===== src/rtl/rlsrq_params.svh =====
// constants for the remote/local and service-request front end
`ifndef RLSRQ_PARAMS_SVH
`define RLSRQ_PARAMS_SVH
`define RLSRQ_BIT_LOCK_LOST  0
`define RLSRQ_BIT_LOCK_GOT   1
`define RLSRQ_BIT_BAD_CMD    2
`define RLSRQ_BIT_RQS        7
`define RLSRQ_ADDR_STATUS    4'h0
`define RLSRQ_ADDR_MASK      4'h1
`define RLSRQ_ADDR_SETTINGS  4'h2
`define RLSRQ_ADDR_RL        4'h3
`define RLSRQ_MASK_RST       8'h00
`define RLSRQ_CODE_MASK      8'h40
`define RLSRQ_FILTER_DEF     2'h1
`define RLSRQ_BW_DEF         3'h1
`define RLSRQ_MODE_DEF       2'h0
`define RLSRQ_CAPTURE_DEF    1'b0
`endif


===== src/rtl/rlsrq_pkg.sv =====
// types for the remote/local and service-request front end
package rlsrq_pkg;
  typedef enum logic [2:0] {
    RL_LOCAL  = 3'b001,
    RL_REMOTE = 3'b010,
    RL_LOCKED = 3'b100
  } rlsrq_state_e;
endpackage


===== src/rtl/rlsrq_top.sv =====
// remote/local state, device clear defaults, status byte and service request
// Notes on behaviour
// - all front-panel settings also bus-programmable
// - group execute trigger does nothing
// - device clear restores default instrument settings
// - remote only while REN asserted
// - remote entered on first listen addressing
// - remote indicator lit exactly in remote
// - GTL or local key returns to local
// - lockout blocks the local key, controller only
// - REN false forces local, clears lockout
// - no controller function, take-control ignored
// - SRQ on masked condition events
// - serial poll byte, bit 7 pending request
// - status bits latched until gone and read
// - byte after mask code becomes mask
`timescale 1ns/1ns
`include "rlsrq_params.svh"
module rlsrq_top
  import rlsrq_pkg::*;
(
  input  wire logic       CLK,
  input  wire logic       RST_B,
  input  wire logic       REN,
  input  wire logic       LISTEN_ADDR,
  input  wire logic       GTL_CMD,
  input  wire logic       LLO_CMD,
  input  wire logic       DCL_CMD,
  input  wire logic       GET_CMD,
  input  wire logic       TCT_CMD,
  input  wire logic       DATA_STB,
  input  wire logic [7:0] DATA_BYTE,
  input  wire logic       BAD_CMD,
  input  wire logic       SPOLL_RD,
  input  wire logic       LOCK_IN,
  input  wire logic       KEY_LOCAL,
  input  wire logic       KEY_STB,
  input  wire logic [7:0] KEY_DATA,
  input  wire logic [3:0] ADDR,
  input  wire logic [7:0] WDATA,
  input  wire logic       WR,
  input  wire logic       RD,
  output logic      [7:0] RDATA,
  output logic      [7:0] STATUS_BYTE,
  output logic            SRQ,
  output logic            REMOTE_LED,
  output logic            LOCKOUT,
  output logic      [1:0] FILTER_SEL,
  output logic      [2:0] PLL_BW,
  output logic      [1:0] MEAS_MODE,
  output logic            CAPTURE
);
  // three-stage sampling of the asynchronous pins
  logic [2:0] ren_s_r, lis_s_r, lock_s_r;
  logic       ren_q_r, lis_q_r, lock_q_r;
  always_ff @(posedge CLK or negedge RST_B) begin
    if (!RST_B) begin
      ren_s_r  <= 3'h0;
      lis_s_r  <= 3'h0;
      lock_s_r <= 3'h0;
      ren_q_r  <= 1'b0;
      lis_q_r  <= 1'b0;
      lock_q_r <= 1'b0;
    end else begin
      ren_s_r  <= {ren_s_r[1:0], REN};
      lis_s_r  <= {lis_s_r[1:0], LISTEN_ADDR};
      lock_s_r <= {lock_s_r[1:0], LOCK_IN};
      if (ren_s_r[1] == ren_s_r[2]) ren_q_r <= ren_s_r[2];
      if (lis_s_r[1] == lis_s_r[2]) lis_q_r <= lis_s_r[2];
      if (lock_s_r[1] == lock_s_r[2]) lock_q_r <= lock_s_r[2];
    end
  end

  rlsrq_state_e st_r, st_nxt;
  logic         lls_r, lls_nxt;
  logic         lis_d_r, lock_d_r;
  logic         lis_rise;
  assign lis_rise = lis_q_r & ~lis_d_r;

  always_comb begin
    st_nxt  = st_r;
    lls_nxt = lls_r;
    if (!ren_q_r) begin
      st_nxt  = RL_LOCAL;
      lls_nxt = 1'b0;
    end else begin
      if (LLO_CMD) lls_nxt = 1'b1;
      unique case (st_r)
        RL_LOCAL: begin
          if (lis_rise) st_nxt = (LLO_CMD | lls_r) ? RL_LOCKED : RL_REMOTE;
        end
        RL_REMOTE: begin
          if (GTL_CMD || (KEY_LOCAL && !lls_r && !LLO_CMD)) st_nxt = RL_LOCAL;
          else if (LLO_CMD) st_nxt = RL_LOCKED;
        end
        RL_LOCKED: begin
          if (GTL_CMD) st_nxt = RL_LOCAL;
        end
        default: st_nxt = RL_LOCAL;
      endcase
    end
  end

  // settings: bus data and front-panel keys share one set of fields
  logic [7:0] mask_r, mask_nxt;
  logic       mask_arm_r, mask_arm_nxt;
  logic [1:0] filt_r, filt_nxt;
  logic [2:0] bw_r, bw_nxt;
  logic [1:0] mode_r, mode_nxt;
  logic       cap_r, cap_nxt;
  logic       keys_ok;
  logic       wr_set;
  logic [7:0] set_val;
  // keys act only in local; GET and TCT have no effect at all
  assign keys_ok = (st_r == RL_LOCAL) && KEY_STB;
  assign wr_set  = WR && (ADDR == `RLSRQ_ADDR_SETTINGS);

  always_comb begin
    mask_nxt     = mask_r;
    mask_arm_nxt = mask_arm_r;
    filt_nxt     = filt_r;
    bw_nxt       = bw_r;
    mode_nxt     = mode_r;
    cap_nxt      = cap_r;
    set_val      = wr_set ? WDATA : KEY_DATA;
    if (DATA_STB) begin
      if (mask_arm_r) begin
        mask_nxt     = DATA_BYTE;
        mask_arm_nxt = 1'b0;
      end else if (DATA_BYTE == `RLSRQ_CODE_MASK) begin
        mask_arm_nxt = 1'b1;
      end
    end
    if (WR && ADDR == `RLSRQ_ADDR_MASK) mask_nxt = WDATA;
    if (wr_set || keys_ok) begin
      filt_nxt = set_val[1:0];
      bw_nxt   = set_val[4:2];
      mode_nxt = set_val[6:5];
      cap_nxt  = set_val[7];
    end
    if (DCL_CMD) begin
      filt_nxt = `RLSRQ_FILTER_DEF;
      bw_nxt   = `RLSRQ_BW_DEF;
      mode_nxt = `RLSRQ_MODE_DEF;
      cap_nxt  = `RLSRQ_CAPTURE_DEF;
    end
  end

  // status conditions: latched, cleared by a poll read once the cause is gone
  logic [2:0] cond_r, cond_nxt, cause;
  logic       rd_r, rd_nxt;
  logic [7:0] rdata_r, rdata_nxt;
  logic [7:0] sbyte;
  logic       rqs;
  assign cause = {BAD_CMD, lock_q_r & ~lock_d_r, ~lock_q_r & lock_d_r};
  assign rqs   = |({cond_r[2], cond_r[1], cond_r[0]} & {mask_r[2], mask_r[1], mask_r[0]});
  always_comb begin
    sbyte = 8'h00;
    sbyte[`RLSRQ_BIT_RQS]       = rqs;
    sbyte[`RLSRQ_BIT_BAD_CMD]   = cond_r[2];
    sbyte[`RLSRQ_BIT_LOCK_GOT]  = cond_r[1];
    sbyte[`RLSRQ_BIT_LOCK_LOST] = cond_r[0];
  end

  always_comb begin
    cond_nxt = cond_r;
    if (SPOLL_RD || (RD && ADDR == `RLSRQ_ADDR_STATUS)) begin
      // lock bits persist while the lock state still matches
      cond_nxt[2] = 1'b0;
      cond_nxt[1] = cond_r[1] & lock_q_r;
      cond_nxt[0] = cond_r[0] & ~lock_q_r;
    end
    cond_nxt = cond_nxt | cause;  // a new event beats the clear
    rd_nxt    = RD;
    rdata_nxt = 8'h00;
    unique case (ADDR)
      `RLSRQ_ADDR_STATUS:   rdata_nxt = sbyte;
      `RLSRQ_ADDR_MASK:     rdata_nxt = mask_r;
      `RLSRQ_ADDR_SETTINGS: rdata_nxt = {cap_r, mode_r, bw_r, filt_r};
      `RLSRQ_ADDR_RL:       rdata_nxt = {5'h00, lls_r, st_r == RL_LOCKED, st_r != RL_LOCAL};
      default:              rdata_nxt = 8'h00;
    endcase
    if (!RD) rdata_nxt = 8'h00;
  end

  always_ff @(posedge CLK or negedge RST_B) begin
    if (!RST_B) begin
      st_r       <= RL_LOCAL;
      lls_r      <= 1'b0;
      lis_d_r    <= 1'b0;
      lock_d_r   <= 1'b0;
      mask_r     <= `RLSRQ_MASK_RST;
      mask_arm_r <= 1'b0;
      filt_r     <= `RLSRQ_FILTER_DEF;
      bw_r       <= `RLSRQ_BW_DEF;
      mode_r     <= `RLSRQ_MODE_DEF;
      cap_r      <= `RLSRQ_CAPTURE_DEF;
      cond_r     <= 3'h0;
      rd_r       <= 1'b0;
      rdata_r    <= 8'h00;
    end else begin
      st_r       <= st_nxt;
      lls_r      <= lls_nxt;
      lis_d_r    <= lis_q_r;
      lock_d_r   <= lock_q_r;
      mask_r     <= mask_nxt;
      mask_arm_r <= mask_arm_nxt;
      filt_r     <= filt_nxt;
      bw_r       <= bw_nxt;
      mode_r     <= mode_nxt;
      cap_r      <= cap_nxt;
      cond_r     <= cond_nxt;
      rd_r       <= rd_nxt;
      rdata_r    <= rdata_nxt;
    end
  end

  assign RDATA       = rdata_r;
  assign STATUS_BYTE = sbyte;
  assign SRQ         = rqs;
  assign REMOTE_LED  = (st_r != RL_LOCAL);
  assign LOCKOUT     = lls_r;
  assign FILTER_SEL  = filt_r;
  assign PLL_BW      = bw_r;
  assign MEAS_MODE   = mode_r;
  assign CAPTURE     = cap_r;
endmodule // rlsrq_top


===== config.mk =====
export PLATFORM = sky130hd
export DESIGN_NAME = rlsrq_top
export DESIGN_NICKNAME = d
export VERILOG_FILES = /design/src/rtl/rlsrq_pkg.sv /design/src/rtl/rlsrq_top.sv
export VERILOG_INCLUDE_DIRS = /design/src /design/src/rtl
export SDC_FILE = /design/constraint.sdc
export NUM_CORES = 1
export LEC_CHECK = 0
export ABC_AREA = 1
export BUFFER_PORTS_ARGS = -buffer_cell sky130_fd_sc_hd__buf_2
export CORE_MARGIN = 4
export CORE_UTILIZATION = 40
export CTS_BUF_LIST = sky130_fd_sc_hd__clkbuf_4 sky130_fd_sc_hd__clkbuf_8
export DETAILED_ROUTE_END_ITERATION = 8
export GPL_ROUTABILITY_DRIVEN = 1
export PLACE_DENSITY = 0.69
export SETUP_SLACK_MARGIN = 0.02
export SLEW_MARGIN = 40
export SYNTH_ARGS = -nofsm -noshare
export SYNTH_HDL_FRONTEND = slang
export SYNTH_SLANG_ARGS = --single-unit

===== constraint.sdc =====
create_clock -name CLK -period 2.11 [get_ports CLK]
set_input_delay 0.211 -clock CLK [delete_from_list [all_inputs] [get_ports CLK]]
set_output_delay 0.211 -clock CLK [all_outputs]
set_load 0.01 [all_outputs]

== Word level (Yosys, flattened, before mapping) ==
Index checks and enable logic that the tools add are counted.
W data, S select, Z words.
Word-level totals
  flip-flop bits (word level): 46
  bits of input ports: 45
  word-level logic and storage cells: 88
Cells by class
  equality and inequality tests: 15
  mux-type cells: 26
  bitwise logic cells: 11
  reductions and logical operators: 18
Operators with widths (count)
  $mux W8: 5
  $pmux W8 S4: 1
  $mux W3: 9
  $pmux W3 S3: 1
  $eq A4 B2 Y1 const B: 2
  $eq A8 B7 Y1 const B: 1
  $mux W2: 4
  $logic_and A1 B1 Y1: 6
  $mux W1: 6
  $ne A3 B3 Y1 const B: 2
  $reduce_bool A2 Y1: 3
  $and A1 B1 Y1: 5
  $eq A4 B1 Y1 const B: 1
  $logic_not A4 Y1: 1
  $ne A4 B4 Y1 const B: 1
  $and A3 B3 Y3: 1
  $eq A1 B1 Y1: 3
  $eq A3 B1 Y1 const B: 1
  $eq A3 B2 Y1 const B: 1
  $eq A3 B3 Y1 const B: 1
  $logic_or A1 B1 Y1: 3
  $ne A3 B1 Y1 const B: 1
  $not A1 Y1: 3
  $or A3 B3 Y3: 1
  6 further kinds: 7

== Longest topological paths before layout ==
  depth in word-level cells: 7
  depth in mapped cells: 8
  depth with buffers taken out: 8

== Least setup slack after synthesis ==
OpenSTA, ideal clock, no wires.
  kind: reg2reg
  start point: reg st_r[0]
  end point: reg st_r[2]
  library setup time: 0.118 ns
  data arrival time: 1.073 ns
  path slack: 0.920 ns
  stages on the path, launching flop included: 8
  buffers on the path: 0
  period minus slack after synthesis: 1.190 ns
  cells stage by stage: dfstp_2 -> nand2_1 -> nor2_1 -> nand2_1 -> nand2_1 -> nor2_1 -> nand2_1 -> nand2_1
Between the ends
  word-level cells in the longest chain between the ends: 3
  elaborated cells on any way between the ends: 9
  those cells by class: eq/ne: 6; mux: 2; reduce/logical: 1
RTL lines
  start: declaration: RTL line rlsrq_top.sv:74  | rlsrq_state_e st_r, st_nxt;
  start signal: assignment: RTL line rlsrq_top.sv:202  | st_r <= st_nxt;
  $eq A3 B2 Y1 (tied with other cells): RTL line rlsrq_top.sv:88  | unique case (st_r)
  $ne A4 B4 Y1 (no source line) (tied with other cells)
  $reduce_and A3 Y1 (no source line) or $mux W3 (tied branches)
Several ways; a longest one is shown, not always the timed one.
A chain may end at the register's enable or synchronous reset.

== Worst setup path after layout ==
  start point: reg st_r[0]
  end point: reg bw_r[2], in the netlist PLL_BW[2]
Between the ends
  word-level cells in the longest chain between the ends: 4
RTL lines
  $eq A3 B1 Y1: RTL line rlsrq_top.sv:115  | assign keys_ok = (st_r == RL_LOCAL) && KEY_STB;
  $logic_and A1 B1 Y1: RTL line rlsrq_top.sv:115
  $logic_or A1 B1 Y1: RTL line rlsrq_top.sv:135  | if (wr_set || keys_ok) begin
  $reduce_bool A2 Y1 (no source line)
  end signal: assignment: RTL line rlsrq_top.sv:195  | bw_r <= `RLSRQ_BW_DEF;
  end signal: assignment: RTL line rlsrq_top.sv:209  | bw_r <= bw_nxt;
  end: declaration: RTL line rlsrq_top.sv:108  | logic [2:0] bw_r, bw_nxt;
Every way passes these cells.

==> impl_metrics.yaml <==
yosys:
  synth_xor_area_share_pct: 0
  synth_fa_ha_area_share_pct: 1.36
  synth_mux_area_share_pct: 0
  avgSynthCellArea_um2: 8.40
  synth_compound_area_share_pct: 5.34
  synth_top_family_by_area: "simple AND/OR/NAND/NOR gates"
  ys_seq_elements: 46
  yosysSeqAreaShare_pct: 52.5
  syn_inst: 262
  synth.top_cell.area_share_pct: 48.9
  syn_area_um2: 2200
  synth_cell_types: 27
  ys_top_cells_by_area: "dfrtp_1, nand2_1, nand3_1"
  yosys.area.top_type: "dfrtp_1"
  synthSimpleGateAreaFrac_pct: 32.5
  yosys_warnings: 0
power_and_ir_drop:
  power_density_nw_per_um2: 824
  power.leakage_nw: 1.46
  power_frac_clock_pct: 28.4
  sw_frac_of_total_pct: 30.3
  vdd_drop_max_uv: 305
  p_switching_w: 0.000678
  power_frac_seq_pct: 49.6
  p_int_w: 0.00156
  comb_power_share_pct: 22.0
floorplan:
  rows: 26
  pin_count: 72
  start_util_pct: 42.3
  die_y_um: 82.2
  dieArea_um2: 6750
  die_x_um: 82.2
  fp.coreArea_um2: 5200
cts:
  clk_path_buf_depth: 2
  postCtsResizedCells: 0
  htreeDepth: 2
  clkSinkCount: 46
  cts_made_buffers: 5
  clk_latency_ns: 0.30
  cts_tree: "done"
  clk_pin_slew_worst_paths_ns: 0.08
  root_buffer: "clkbuf_8"
grt:
  grt_max_degree: 25
  grt_pass1_wl_um: 7920
  antenna_found_initial: 0
  grt_util_all_layers_pct: 15.6
  grt_pass1_vias: 1691
  grt_overflow: 0
place:
  dpl.hpwl_um: 3960
  port_buffers: 65
  pre_cts_ws_ns: 0.729
  place.gp.congestion: 0.809
  placed_cells: 393
  place_area_um2: 2580
setup_path:
  slowest_stage: "dfstp_2"
  worstPathArrival_ns: 1.58
  reg2reg_to: "PLL_BW[2]"
  reg2reg_slack_ns: 0.76
  timing.rr.start: "st_r[0]"
  crit_buf_inv: 0
  rr_worst_depth: 4
  cp_max_fo: 10
  critPathRequiredTime_ns: 2.34
  crit_path_start_kind: "register"
  critical_path_class: "reg2reg"
  crit_path_frequent_cell: "nand2_1"
  slowest_delay_ns: 0.59
  end_kind: "register"
  cp_top_family: "flip-flops"
  crit_chain: "nand4_4 -> a21oi_2 -> nand2_1 -> nand2_1"
finish:
  finalNetCount: 377
  stdcell_count: 403
  multiInputGateArea_um2: 877
  area_growth_pct: 23.2
  ff_latch_area_um2: 1150
  drive_gt1_share_pct: 27.0
  design_area_um2: 2710
  fillers: 520
  diodes: 0
min_path:
  hold_path.startpoint: "LOCK_IN"
  hold_path_class: "in2reg"
  hold_depth: 1
  worst_hold_path.endpoint: "lock_s_r[0]"
sta:
  worst_hold_slack_ns: 0.0209
  worstMarginPinSlew_ns: 0.558
  period_needed_ns: 1.35
  finalHoldViolations: 0
  clock.fmax_mhz: 740
  setup_viol: 0
  tns_ns: 0
  fin_ws_ns: 0.759
  slew_headroom_pct: 62.8
  rsz0062_at_grt: "no"
  fin_crit_sh_pct: 64.0
  fin_skew_ns: 0.00866
  finalMaxSlewViolations: 0
run_status:
  status: "complete, no violations"
job:
  drv_cap: 0
detailed_routing:
  viasPerCell: 4.75
  vias: 1915
  wl_um: 4980
  remaining_drc_errors: 0
  drt_iter0_markers: 158
  antenna_left: 0
  wire_per_inst_um: 12.4
  drt_pass1_iterations: 4
[routing by layer]
metal / wire [µm] / GRT usage, % / vias up / share of wire (%)
li1: - / - / 991 / -
met1: 2240 / 21.3 / 858 / 45
met2: 2320 / 24.1 / 64 / 46
met3: 407 / 4.88 / 2 / 8.2
met4: 23 / 3.99 / 0 / 0.46
met5: 0 / 0 / - / 0
[sequential cells by signal (all words and copies together) (netlist names)]
name        cells
mask_arm_r      1
lock_d_r        1
lis_q_r         1
LOCKOUT         1
lis_s_r         3
MEAS_MODE       2
CAPTURE         1
ren_s_r         3
lock_q_r        1
lis_d_r         1
st_r            3
lock_s_r        3
RDATA           8
cond_r          3
PLL_BW          3
mask_r          8
FILTER_SEL      2
ren_q_r         1
[kinds of logic after synthesis]
family                     count (synthesis)
other                                      1
DFF                                       46
adders and majority gates                  3
and+or+nand+nor                          154
buffers and inverters                     36
AOI/OAI and AO/OA                         22
[how the worst max path moves through the flow]
| stage | slack, ns | startpoint | to | cells past startpoint |
|---|---|---|---|---|
| global placement | 0.75 | ADDR[3] | mask_r[6] | 9 |
| finish | 0.76 | st_r[0] | PLL_BW[2] | 4 |
| detailed placement | 0.73 | ADDR[3] | mask_r[6] | 9 |
| CTS | 0.76 | st_r[0] | REMOTE_LED | 2 |
| floorplan | 0.92 | st_r[0] | st_r[2] | 7 |
| global route | 0.64 | st_r[0] | st_r[2] | 7 |
[layout make-up]
class                           count  share of cell area [%]
Sequential cell                    46                    42.6
Multi-Input combinational cell    183                    32.3
Timing Repair Buffer               71                    14.3
Inverter                           25                    3.51
Tap cell                           70                    3.23
Clock buffer                        5                    2.54
Clock inverter                      3                    1.48
[cell usage after synthesis, drive strengths merged]
library cell / instances
maj3: 3
dfstp: 3
o21bai: 1
nand3: 46
o21ai: 11
a21oi: 9
nand3b: 1
o22ai: 1
inv: 24
nand4: 13
nand2: 71
nor2: 23
conb: 1
dfrtp: 43
clkinv: 1
clkbuf: 1
buf: 10
[through the flow]
stage	util, %	power, W
3_5_place_dp	49.6	0.00162
5_1_grt	52.1	0.00237
4_1_cts	51.9	0.00225
3_3_place_gp	49.6	0.00161
2_1_floorplan	-	0.00141
6_report	52.1	0.00223
[worst reg2reg max path, cell delays in order (launching register included)]
cell and delay (ns):
dfstp_2 0.59, nand4_4 0.20, a21oi_2 0.33, nand2_1 0.11
nand2_1 0.07
[power by group through the flow]
stage	clock, W	combinational [W]	sequential (W)
after floorplan	0	0.000288	0.00113
after CTS	0.000646	0.000497	0.00111
after global routing	0.000691	0.000557	0.00112
after global placement	0	0.000486	0.00112
final	0.000634	0.000491	0.00111
after detailed placement	0	0.000493	0.00113
[cells in the final DEF, fill, tap and decap left out, types with 4 or more instances in the layout]
| cell type | n |
|---|---|
| o21ai_1 | 6 |
| o21ai_0 | 5 |
| nand4_1 | 12 |
| dfrtp_1 | 43 |
| clkbuf_8 | 5 |
| nand2_1 | 70 |
| nor2_1 | 21 |
| buf_2 | 65 |
| conb_1 | 4 |
| inv_1 | 22 |
| a21oi_1 | 8 |
| nand3_1 | 44 |
[timing repair]
item,CTS,global route
hold buffers,1,1
hold endpoints to repair,21,1
setup endpoints to repair,0,0
buffers inserted,0,0
(Power assumes the default switching activity.)
